[src/core/strap_pkg.sv]
// Shared constants for strap latching and reset-pin decoding
package strap_pkg;

  // Clock and reset-pulse timing
  localparam int CLK_PERIOD_NS     = 40;
  localparam int T_PARTIAL_MIN_NS  = 50;
  localparam int T_FULL_MIN_NS     = 1200;
  localparam int PARTIAL_CYC       = (T_PARTIAL_MIN_NS + CLK_PERIOD_NS - 1) / CLK_PERIOD_NS;
  localparam int FULL_CYC          = (T_FULL_MIN_NS + CLK_PERIOD_NS - 1) / CLK_PERIOD_NS;
  localparam int CNT_W             = 8;

  // Register port
  localparam int ADDR_W            = 4;
  localparam int DATA_W            = 8;
  localparam logic [ADDR_W-1:0] OFF_STATUS    = 4'h0;
  localparam logic [ADDR_W-1:0] OFF_CONTROL   = 4'h1;
  localparam logic [ADDR_W-1:0] OFF_EVENTS    = 4'h2;
  localparam logic [ADDR_W-1:0] OFF_FULL_CNT  = 4'h3;
  localparam logic [ADDR_W-1:0] OFF_PART_CNT  = 4'h4;

  // STATUS fields
  localparam int ST_HW_BIT         = 0;
  localparam int ST_REF_BIT        = 1;
  localparam int ST_SEQ_BIT        = 2;
  localparam int ST_RANGE_LSB      = 3;
  localparam int ST_SHDN_BIT       = 5;
  localparam int ST_READY_BIT      = 6;

  // CONTROL fields
  localparam int CT_RANGE_LSB      = 0;
  localparam int CT_SEQ_BIT        = 2;
  localparam logic [DATA_W-1:0] CONTROL_RESET = 8'h03;

  // EVENTS fields, write one to clear
  localparam int EV_STRAP_BIT      = 0;
  localparam int EV_FULL_BIT       = 1;
  localparam int EV_PART_BIT       = 2;
  localparam int EV_W              = 3;

  // Mode/range select pair codes
  localparam logic [1:0] SEL_SOFTWARE = 2'h0;
  localparam logic [1:0] RANGE_2V5    = 2'h1;
  localparam logic [1:0] RANGE_5V     = 2'h2;
  localparam logic [1:0] RANGE_10V    = 2'h3;

  typedef enum logic [1:0] {ST_BOOT, ST_RUN, ST_LOW} dev_state_t;

  function automatic logic is_hw_mode(input logic [1:0] pair);
    return pair != SEL_SOFTWARE;
  endfunction : is_hw_mode

  function automatic logic [CNT_W-1:0] sat_inc(input logic [CNT_W-1:0] v);
    return (v == {CNT_W{1'b1}}) ? v : v + 8'h01;
  endfunction : sat_inc

endpackage : strap_pkg

[src/core/range_select_decode.sv]
// Decodes the live mode/range select pair into mode and range
`timescale 1ns/100ps
module range_select_decode
  import strap_pkg::*;
(
  // Strap pins
  input  wire logic       mode_range_select_hi,
  input  wire logic       mode_range_select_lo,
  // Decoded
  output logic            live_hw_mode,
  output logic [1:0]      live_range
);

  logic [1:0] mode_range_select_pair;

  assign mode_range_select_pair = {mode_range_select_hi, mode_range_select_lo};
  assign live_hw_mode           = is_hw_mode(mode_range_select_pair);
  // Codes 01, 10, 11 map straight onto smallest, middle, largest range
  assign live_range             = mode_range_select_pair;

endmodule : range_select_decode

[src/core/reset_pulse_classifier.sv]
// Measures low pulses on the reset pin and classifies them on release
`timescale 1ns/100ps
module reset_pulse_classifier
  import strap_pkg::*;
(
  // Clock and reset
  input  wire logic sys_clk,
  input  wire logic rst_b,
  // Reset pin
  input  wire logic reset_pin_b,
  // Classification
  output logic      pin_low,
  output logic      full_pulse,
  output logic      partial_pulse
);

  logic [CNT_W-1:0] low_cnt_reg;
  logic             prev_reg;
  logic             rise;
  logic             long_enough;
  logic             short_ok;

  assign rise        = reset_pin_b && !prev_reg;
  assign long_enough = low_cnt_reg >= CNT_W'(FULL_CYC);
  assign short_ok    = low_cnt_reg >= CNT_W'(PARTIAL_CYC);

  // Counter saturates at the full threshold so it never wraps
  always_ff @(posedge sys_clk) begin
    if (!rst_b) begin
      low_cnt_reg   <= '0;
      prev_reg      <= 1'b1;
      pin_low       <= 1'b0;
      full_pulse    <= 1'b0;
      partial_pulse <= 1'b0;
    end else begin
      prev_reg      <= reset_pin_b;
      pin_low       <= !reset_pin_b;
      full_pulse    <= rise && long_enough;
      partial_pulse <= rise && short_ok && !long_enough;
      if (reset_pin_b)
        low_cnt_reg <= '0;
      else if (!long_enough)
        low_cnt_reg <= low_cnt_reg + 8'h01;
    end
  end

endmodule : reset_pulse_classifier

[src/core/strap_latch_reset_control.sv]
// Strap latching, reset-pin decoding and configuration registers
// Function
// Reference select high: enable internal reference, drive it out on reference pin.
// Reference select low: internal reference off, reference pin is an input.
// Reference select captured at full reset release, ignored afterwards.
// Each low reset pulse classified full or partial by its length; pulses under PARTIAL_CYC cycles are dropped unclassified.
// Device stays in shutdown while the reset pin is held low.
// Hardware mode: sequencer strap low disables, high enables with reduced features.
// Sequencer strap latched at full reset release, later changes ignored.
// Software mode: outside party ties sequencer strap to digital ground.
// Hardware/software mode latched at full reset, fixed until next one.
// Hardware mode range follows the select pins live, never latched.
// Select pair 00 gives software mode, configured through registers.
// Codes 01, 10, 11 select smallest, middle, largest fixed range.
`timescale 1ns/100ps
module strap_latch_reset_control
  import strap_pkg::*;
(
  // Clock and reset
  input  wire logic              sys_clk,
  input  wire logic              rst_b,
  // Reset pin and straps
  input  wire logic              reset_pin_b,
  input  wire logic              reference_source_select,
  input  wire logic              sequencer_enable_strap,
  input  wire logic              mode_range_select_hi,
  input  wire logic              mode_range_select_lo,
  // Register port
  input  wire logic [ADDR_W-1:0] reg_addr,
  input  wire logic [DATA_W-1:0] reg_wdata,
  input  wire logic              reg_wr,
  input  wire logic              reg_rd,
  output logic      [DATA_W-1:0] reg_rdata,
  // Reference control
  output logic                   internal_ref_enable,
  output logic                   reference_io_pin_oe_b,
  // Sequencer control
  output logic                   sequencer_enable,
  output logic                   sequencer_limited,
  // Mode and range
  output logic                   hw_mode,
  output logic      [1:0]        input_range,
  // Reset status
  output logic                   shutdown,
  output logic                   full_reset_pulse,
  output logic                   partial_reset_pulse,
  output logic                   config_ready
);

  dev_state_t        state_reg;
  dev_state_t        state_next;
  logic              pin_low;
  logic              full_pulse;
  logic              partial_pulse;
  logic              live_hw_mode;
  logic [1:0]        live_range;
  logic              capture;
  logic              ref_sel_reg;
  logic              seq_strap_reg;
  logic              hw_mode_reg;
  logic              ready_reg;
  logic [DATA_W-1:0] control_reg;
  logic [EV_W-1:0]   events_reg;
  logic [EV_W-1:0]   events_set;
  logic [EV_W-1:0]   events_clr;
  logic [CNT_W-1:0]  full_cnt_reg;
  logic [CNT_W-1:0]  part_cnt_reg;
  logic              in_shutdown;
  logic              wr_control;
  logic              wr_events;
  logic              rd_hit;
  logic [DATA_W-1:0] rd_value;
  logic [DATA_W-1:0] status_word;
  logic [1:0]        range_next;
  logic              seq_en_next;
  logic              seq_lim_next;
  logic              ref_en_next;
  logic              ready_next;
  logic              hit_status;
  logic              hit_control;
  logic              hit_events;
  logic              hit_full_cnt;
  logic              hit_part_cnt;

  reset_pulse_classifier u_classifier (
    .sys_clk       (sys_clk),
    .rst_b         (rst_b),
    .reset_pin_b   (reset_pin_b),
    .pin_low       (pin_low),
    .full_pulse    (full_pulse),
    .partial_pulse (partial_pulse)
  );

  range_select_decode u_decode (
    .mode_range_select_hi (mode_range_select_hi),
    .mode_range_select_lo (mode_range_select_lo),
    .live_hw_mode         (live_hw_mode),
    .live_range           (live_range)
  );

  // Device state: boot capture, running, reset pin low
  always_comb begin
    state_next = state_reg;
    capture    = 1'b0;
    case (state_reg)
      ST_BOOT: begin
        if (!reset_pin_b) begin
          state_next = ST_LOW;
        end else begin
          capture    = 1'b1;
          state_next = ST_RUN;
        end
      end
      ST_RUN: begin
        if (pin_low)
          state_next = ST_LOW;
      end
      ST_LOW: begin
        // Too-short pulses are dropped: back to run, nothing relatched
        if (full_pulse) begin
          capture    = 1'b1;
          state_next = ST_RUN;
        end else if (partial_pulse || !pin_low) begin
          state_next = ST_RUN;
        end
      end
      default: state_next = ST_BOOT;
    endcase
  end

  assign in_shutdown = pin_low || (state_reg == ST_LOW);

  always_ff @(posedge sys_clk) begin
    if (!rst_b)
      state_reg <= ST_BOOT;
    else
      state_reg <= state_next;
  end

  // Straps are sampled only on capture; later pin changes have no effect
  always_ff @(posedge sys_clk) begin
    if (!rst_b) begin
      ref_sel_reg   <= 1'b0;
      seq_strap_reg <= 1'b0;
      hw_mode_reg   <= 1'b0;
    end else if (capture) begin
      ref_sel_reg   <= reference_source_select;
      seq_strap_reg <= sequencer_enable_strap;
      hw_mode_reg   <= live_hw_mode;
    end
  end

  // Ready stays up across later resets; only the system reset clears it
  always_ff @(posedge sys_clk) begin
    if (!rst_b)
      ready_reg <= 1'b0;
    else if (capture)
      ready_reg <= 1'b1;
  end

  // Register decode, one hit per mapped offset
  assign hit_status   = (reg_addr == OFF_STATUS);
  assign hit_control  = (reg_addr == OFF_CONTROL);
  assign hit_events   = (reg_addr == OFF_EVENTS);
  assign hit_full_cnt = (reg_addr == OFF_FULL_CNT);
  assign hit_part_cnt = (reg_addr == OFF_PART_CNT);
  // Configuration writes are refused while the device sits in shutdown
  assign wr_control   = reg_wr && !in_shutdown && hit_control;
  assign wr_events    = reg_wr && hit_events;

  // Software configuration is lost on every full reset
  always_ff @(posedge sys_clk) begin
    if (!rst_b)
      control_reg <= CONTROL_RESET;
    else if (full_pulse)
      control_reg <= CONTROL_RESET;
    else if (wr_control)
      control_reg <= reg_wdata;
  end

  // Sticky events, a set in the clearing cycle wins
  assign events_set[EV_STRAP_BIT] = ready_reg && !hw_mode_reg && sequencer_enable_strap;
  assign events_set[EV_FULL_BIT]  = full_pulse;
  assign events_set[EV_PART_BIT]  = partial_pulse;
  assign events_clr = wr_events ? reg_wdata[EV_W-1:0] : '0;

  always_ff @(posedge sys_clk) begin
    if (!rst_b)
      events_reg <= '0;
    else
      events_reg <= (events_reg & ~events_clr) | events_set;
  end

  // Reset counters survive full resets; only the system reset clears them
  always_ff @(posedge sys_clk) begin
    if (!rst_b)
      full_cnt_reg <= '0;
    else if (full_pulse)
      full_cnt_reg <= sat_inc(full_cnt_reg);
  end

  always_ff @(posedge sys_clk) begin
    if (!rst_b)
      part_cnt_reg <= '0;
    else if (partial_pulse)
      part_cnt_reg <= sat_inc(part_cnt_reg);
  end

  // Active configuration
  // Hardware range tracks the pins, software range comes from CONTROL
  assign range_next = hw_mode_reg ? live_range
                                  : control_reg[CT_RANGE_LSB +: 2];
  assign seq_en_next  = !in_shutdown && (hw_mode_reg ? seq_strap_reg
                                                     : control_reg[CT_SEQ_BIT]);
  assign seq_lim_next = !in_shutdown && hw_mode_reg && seq_strap_reg;
  // Reference is powered down in shutdown
  assign ref_en_next  = !in_shutdown && ready_reg && ref_sel_reg;
  assign ready_next   = ready_reg && !in_shutdown;

  // Pin enable is the inverse of the reference enable, both from one flop stage
  always_ff @(posedge sys_clk) begin
    if (!rst_b) begin
      internal_ref_enable   <= 1'b0;
      reference_io_pin_oe_b <= 1'b1;
    end else begin
      internal_ref_enable   <= ref_en_next;
      reference_io_pin_oe_b <= !ref_en_next;
    end
  end

  // Sequencer is forced off in shutdown whatever the mode
  always_ff @(posedge sys_clk) begin
    if (!rst_b) begin
      sequencer_enable  <= 1'b0;
      sequencer_limited <= 1'b0;
    end else begin
      sequencer_enable  <= seq_en_next;
      sequencer_limited <= seq_lim_next;
    end
  end

  // Mode output lags the captured mode by one cycle
  always_ff @(posedge sys_clk) begin
    if (!rst_b) begin
      hw_mode     <= 1'b0;
      input_range <= RANGE_10V;
    end else begin
      hw_mode     <= hw_mode_reg;
      input_range <= range_next;
    end
  end

  // Reset status follows the pin decode one cycle later
  always_ff @(posedge sys_clk) begin
    if (!rst_b) begin
      shutdown            <= 1'b0;
      full_reset_pulse    <= 1'b0;
      partial_reset_pulse <= 1'b0;
      config_ready        <= 1'b0;
    end else begin
      shutdown            <= in_shutdown;
      full_reset_pulse    <= full_pulse;
      partial_reset_pulse <= partial_pulse;
      config_ready        <= ready_next;
    end
  end

  // Readback
  always_comb begin
    status_word                               = '0;
    status_word[ST_HW_BIT]                    = hw_mode_reg;
    status_word[ST_REF_BIT]                   = ref_sel_reg;
    status_word[ST_SEQ_BIT]                   = seq_strap_reg;
    status_word[ST_RANGE_LSB +: 2]            = range_next;
    status_word[ST_SHDN_BIT]                  = in_shutdown;
    status_word[ST_READY_BIT]                 = ready_reg;
  end

  assign rd_hit = reg_rd;

  always_comb begin
    if (hit_status)
      rd_value = status_word;
    else if (hit_control)
      rd_value = control_reg;
    else if (hit_events)
      rd_value = {{(DATA_W-EV_W){1'b0}}, events_reg};
    else if (hit_full_cnt)
      rd_value = full_cnt_reg;
    else if (hit_part_cnt)
      rd_value = part_cnt_reg;
    else
      rd_value = '0;
  end

  // Read data stands for one cycle only, zero otherwise
  always_ff @(posedge sys_clk) begin
    if (!rst_b)
      reg_rdata <= '0;
    else
      reg_rdata <= rd_hit ? rd_value : '0;
  end

endmodule : strap_latch_reset_control

[config.mk]
export PLATFORM = sky130hd
export DESIGN_NAME = strap_latch_reset_control
export DESIGN_NICKNAME = d
export VERILOG_FILES = /design/src/core/strap_pkg.sv /design/src/core/range_select_decode.sv /design/src/core/reset_pulse_classifier.sv /design/src/core/strap_latch_reset_control.sv
export SDC_FILE = /design/constraint.sdc
export NUM_CORES = 1
export LEC_CHECK = 0
export ABC_AREA = 1
export BUFFER_PORTS_ARGS = -buffer_cell sky130_fd_sc_hd__clkbuf_2
export CAP_MARGIN = 10
export CORE_ASPECT_RATIO = 1.25
export CORE_MARGIN = 2
export CORE_UTILIZATION = 55
export DETAILED_ROUTE_END_ITERATION = 10
export PLACE_DENSITY = 0.8
export SLEW_MARGIN = 20
export SYNTH_ARGS = -nofsm -noshare
export SYNTH_HDL_FRONTEND = slang
export SYNTH_SLANG_ARGS = --single-unit
[constraint.sdc]
create_clock -name sys_clk -period 1.6 [get_ports sys_clk]
set_input_delay 0.32 -clock sys_clk [delete_from_list [all_inputs] [get_ports sys_clk]]
set_output_delay 0.32 -clock sys_clk [all_outputs]
set_load 0.05 [all_outputs]
==> results.json <==
{
  "outcome": "complete, no violations",
  "path_max_fanout": 8,
  "hold_viol_final": 0,
  "cts_root_buf": "clkbuf_8",
  "cts_tree": "yes",
  "layout-drive-gt1-share": 0.1478,
  "cp.arrival_ps": 1690,
  "end_kind": "register",
  "fill_cells": 465,
  "netlist.area_leader.share": 0.4441,
  "sw_frac_of_total": 0.2639,
  "numCtsBuffers": 9,
  "grt_max_degree": 20,
  "fin_area_mm2": 0.003331,
  "coreArea_mm2": 0.005080,
  "die_w_um": 68.78,
  "ys_top_cells_by_area": "dfxtp_1 (44%), nand2_1 (13%), inv_1 (8.6%)",
  "fin_skew_ps": 11.92,
  "start_kind": "register",
  "intPower_mw": 2.437,
  "drtAntennaViolNets": 0,
  "synth_edf_count": 0,
  "worstMarginPinSlew_ps": 463.0,
  "clk_latency_ps": 350,
  "leakage_nw": 1.567,
  "setup_viol": 0,
  "timing.rr.end": "part_cnt_reg[4]$_SDFFE_PN0P_",
  "cp_top_family": "simple AND/OR/NAND/NOR gates",
  "r2r_start": "part_cnt_reg[1]$_SDFFE_PN0P_",
  "hp-class": "input pin to register",
  "synthDistinctLibCells": 25,
  "cp_num_buf_inv": 1,
  "max_stage_delay_ps": 390,
  "die_area_mm2": 0.005845,
  "final_nets": 488,
  "pwr_density_cell_mw_per_mm2": 994.1,
  "cts.sinks": 64,
  "post-route-period-util": 0.8789,
  "antenna_found_initial": 0,
  "syn2layout_area_growth_pct": 15.44,
  "grt_pass1_wl_um": 10350,
  "clkTransAtPathRegs_ps": 70,
  "maxSlewViolCount": 0,
  "crit_top_cell": "nand2_2",
  "startpoint": "part_cnt_reg[1]$_SDFFE_PN0P_",
  "pwr-share-seq": 0.507,
  "critPathKind": "register to register",
  "n_antenna_cell": 0,
  "slowest_stage": "dfxtp_1",
  "first_global_vias": 2465,
  "cts_resized": 0,
  "remaining_drc_errors": 0,
  "start_util": 0.5680,
  "clock_path_buffers": 2,
  "hpwlAfterDp_um": 4782,
  "yosysTopAreaCell": "dfxtp_1",
  "postCtsSetupBuffers": 0,
  "rsz0062_at_grt": "false",
  "fin_tns_setup_ps": 0,
  "final.min_clock_period_ps": 1406,
  "peakVddDrop_uv": 636.9,
  "crit_chain": "ha_1 -> inv_1 -> nor2_1 -> nand2_2 -> nand2_2 -> nand2_1 -> a21oi_1",
  "cp.required_ps": 1880,
  "cts_max_level": 3,
  "power_frac_comb": 0.090,
  "avgSynthCellArea_um2": 6.919,
  "synthesis.nets": 442,
  "drtIter0Drc": 260,
  "slew_headroom": 0.6909,
  "detailed_place.area_mm2": 0.003146,
  "cts_hold_buffers": 0,
  "post_drt_via_cell_ratio": 5.113,
  "p_switching_uw": 873.7,
  "ys.flop_type": "dfxtp_1",
  "wl_um": 6310,
  "synth-seq-cells": 64,
  "wl_per_cell_um": 11.93,
  "setup.worst_path.end": "part_cnt_reg[4]$_SDFFE_PN0P_",
  "postSynth.asyncResetShare": 0,
  "port-buffer-count": 39,
  "gp_congestion": 0.8544,
  "ys_seq_area_frac": 0.4441,
  "via_count": 2705,
  "ioPinCount": 40,
  "rrSetupSlack_ps": 190,
  "grt_usage": 0.2369,
  "synthCells": 417,
  "synth.most_common_cell": "nand2_1",
  "p_clk_frac": 0.403,
  "yosys_warnings": 0,
  "maxCapViolCount": 0,
  "core.rowCount": 29,
  "firstDrtPassIters": 4,
  "cp.depth": 7,
  "synthesis.area_mm2": 0.002885,
  "gr-total-overflow": 0,
  "die_y_um": 84.98,
  "max_freq_mhz": 711.1,
  "reg2reg_depth": 7,
  "synth_common_cells": "nand2_1 (99), inv_1 (66), dfxtp_1 (64)"
}
## logic make-up (layout without fill, tap and decap cells)
kind of cell | Yosys count | after routing | share of synthesized area
adder cells (fa/ha/maj) | 4 | 4 | 0.01735
AND/OR/NAND/NOR | 219 | 219 | 0.3317
buffers and inverters | 75 | 125 | 0.1019
flip-flops | 64 | 64 | 0.4441
XOR/XNOR | 6 | 6 | 0.01821
AO/OA/AOI/OAI | 49 | 49 | 0.08673
## power by group through the flow
stage / clock network [mW] / registers [mW] / logic [mW]
6_report: 1.34 / 1.68 / 0.298
2_1_floorplan: 0 / 1.76 / 0.155
3_3_place_gp: 0 / 1.71 / 0.290
5_1_grt: 1.43 / 1.68 / 0.334
3_5_place_dp: 0 / 1.71 / 0.297
4_1_cts: 1.36 / 1.68 / 0.298
## layout make-up
type	instances	area, um^2	area share
Clock buffer	9	123.9	0.03719
Inverter	67	251.5	0.07551
Tap cell	62	77.57	0.02329
Clock inverter	6	61.31	0.01841
Sequential cell	64	1281	0.3847
Multi-Input combinational cell	278	1310	0.3933
Timing Repair Buffer	43	225.2	0.06762
## how the worst min path moves through the flow
stage / cells after the start / slack [ps] / start / endpoint
finish: 3 / 200 / reference_source_select / ref_sel_reg$_SDFFE_PN0P_
global route: 2 / 200 / reset_pin_b / u_classifier.pin_low$_SDFF_PN0_
CTS: 3 / 190 / reference_source_select / ref_sel_reg$_SDFFE_PN0P_
detailed placement: 2 / 420 / u_classifier.low_cnt_reg[6]$_SDFFE_PP0N_ / u_classifier.low_cnt_reg[6]$_SDFFE_PP0N_
global placement: 2 / 420 / u_classifier.low_cnt_reg[7]$_SDFFE_PP0N_ / u_classifier.low_cnt_reg[7]$_SDFFE_PP0N_
floorplan: 1 / 390 / ref_sel_reg$_SDFFE_PN0P_ / reference_io_pin_oe_b$_SDFF_PN1_
## layer usage
metal  vias up  global-route usage  part of all wire
li1       1398                   -                 -
met1      1220              0.2608              0.42
met2        73              0.4038              0.51
met3        14             0.07162             0.054
met4         0              0.1123             0.021
met5         -                   0                 0
## stage by stage
stage / util / setup WS (ps) / instances / power [mW] / hold slack, ps
floorplan: - / 392.0 / 417 / 1.910 / 394.4
global placement: 0.6192 / 210.2 / 514 / 2.002 / 415.1
detailed placement: 0.6192 / 188.4 / 514 / 2.011 / 418.4
CTS: 0.6557 / 225.7 / 529 / 3.335 / 185.4
global route: 0.6557 / 59.09 / 529 / 3.444 / 199.6
finish: 0.6557 / 193.7 / 529 / 3.311 / 202.8
## tightest hold or removal path: stages
cell	delay (ps)
clkbuf_2	80
nor2_1	30
nor2_1	80
## placed cells by master (no fill, tap or decap), drive strengths merged
cell      netlist  layout
a21oi          27      27
nor3b           1       1
nand4           6       6
dfxtp          64      64
inv            67      67
clkinv          0       4
nor3            4       4
clkbuf          3      48
xor2            6       6
clkinvlp        0       1
o211ai          2       2
nor4            2       2
buf             5       4
bufinv          0       1
nor2           59      59
nand3          41      41
o21ai          20      20
nand3b          1       1
ha              4       4
nand2         105     105
Power figures use the tool's default switching activity.
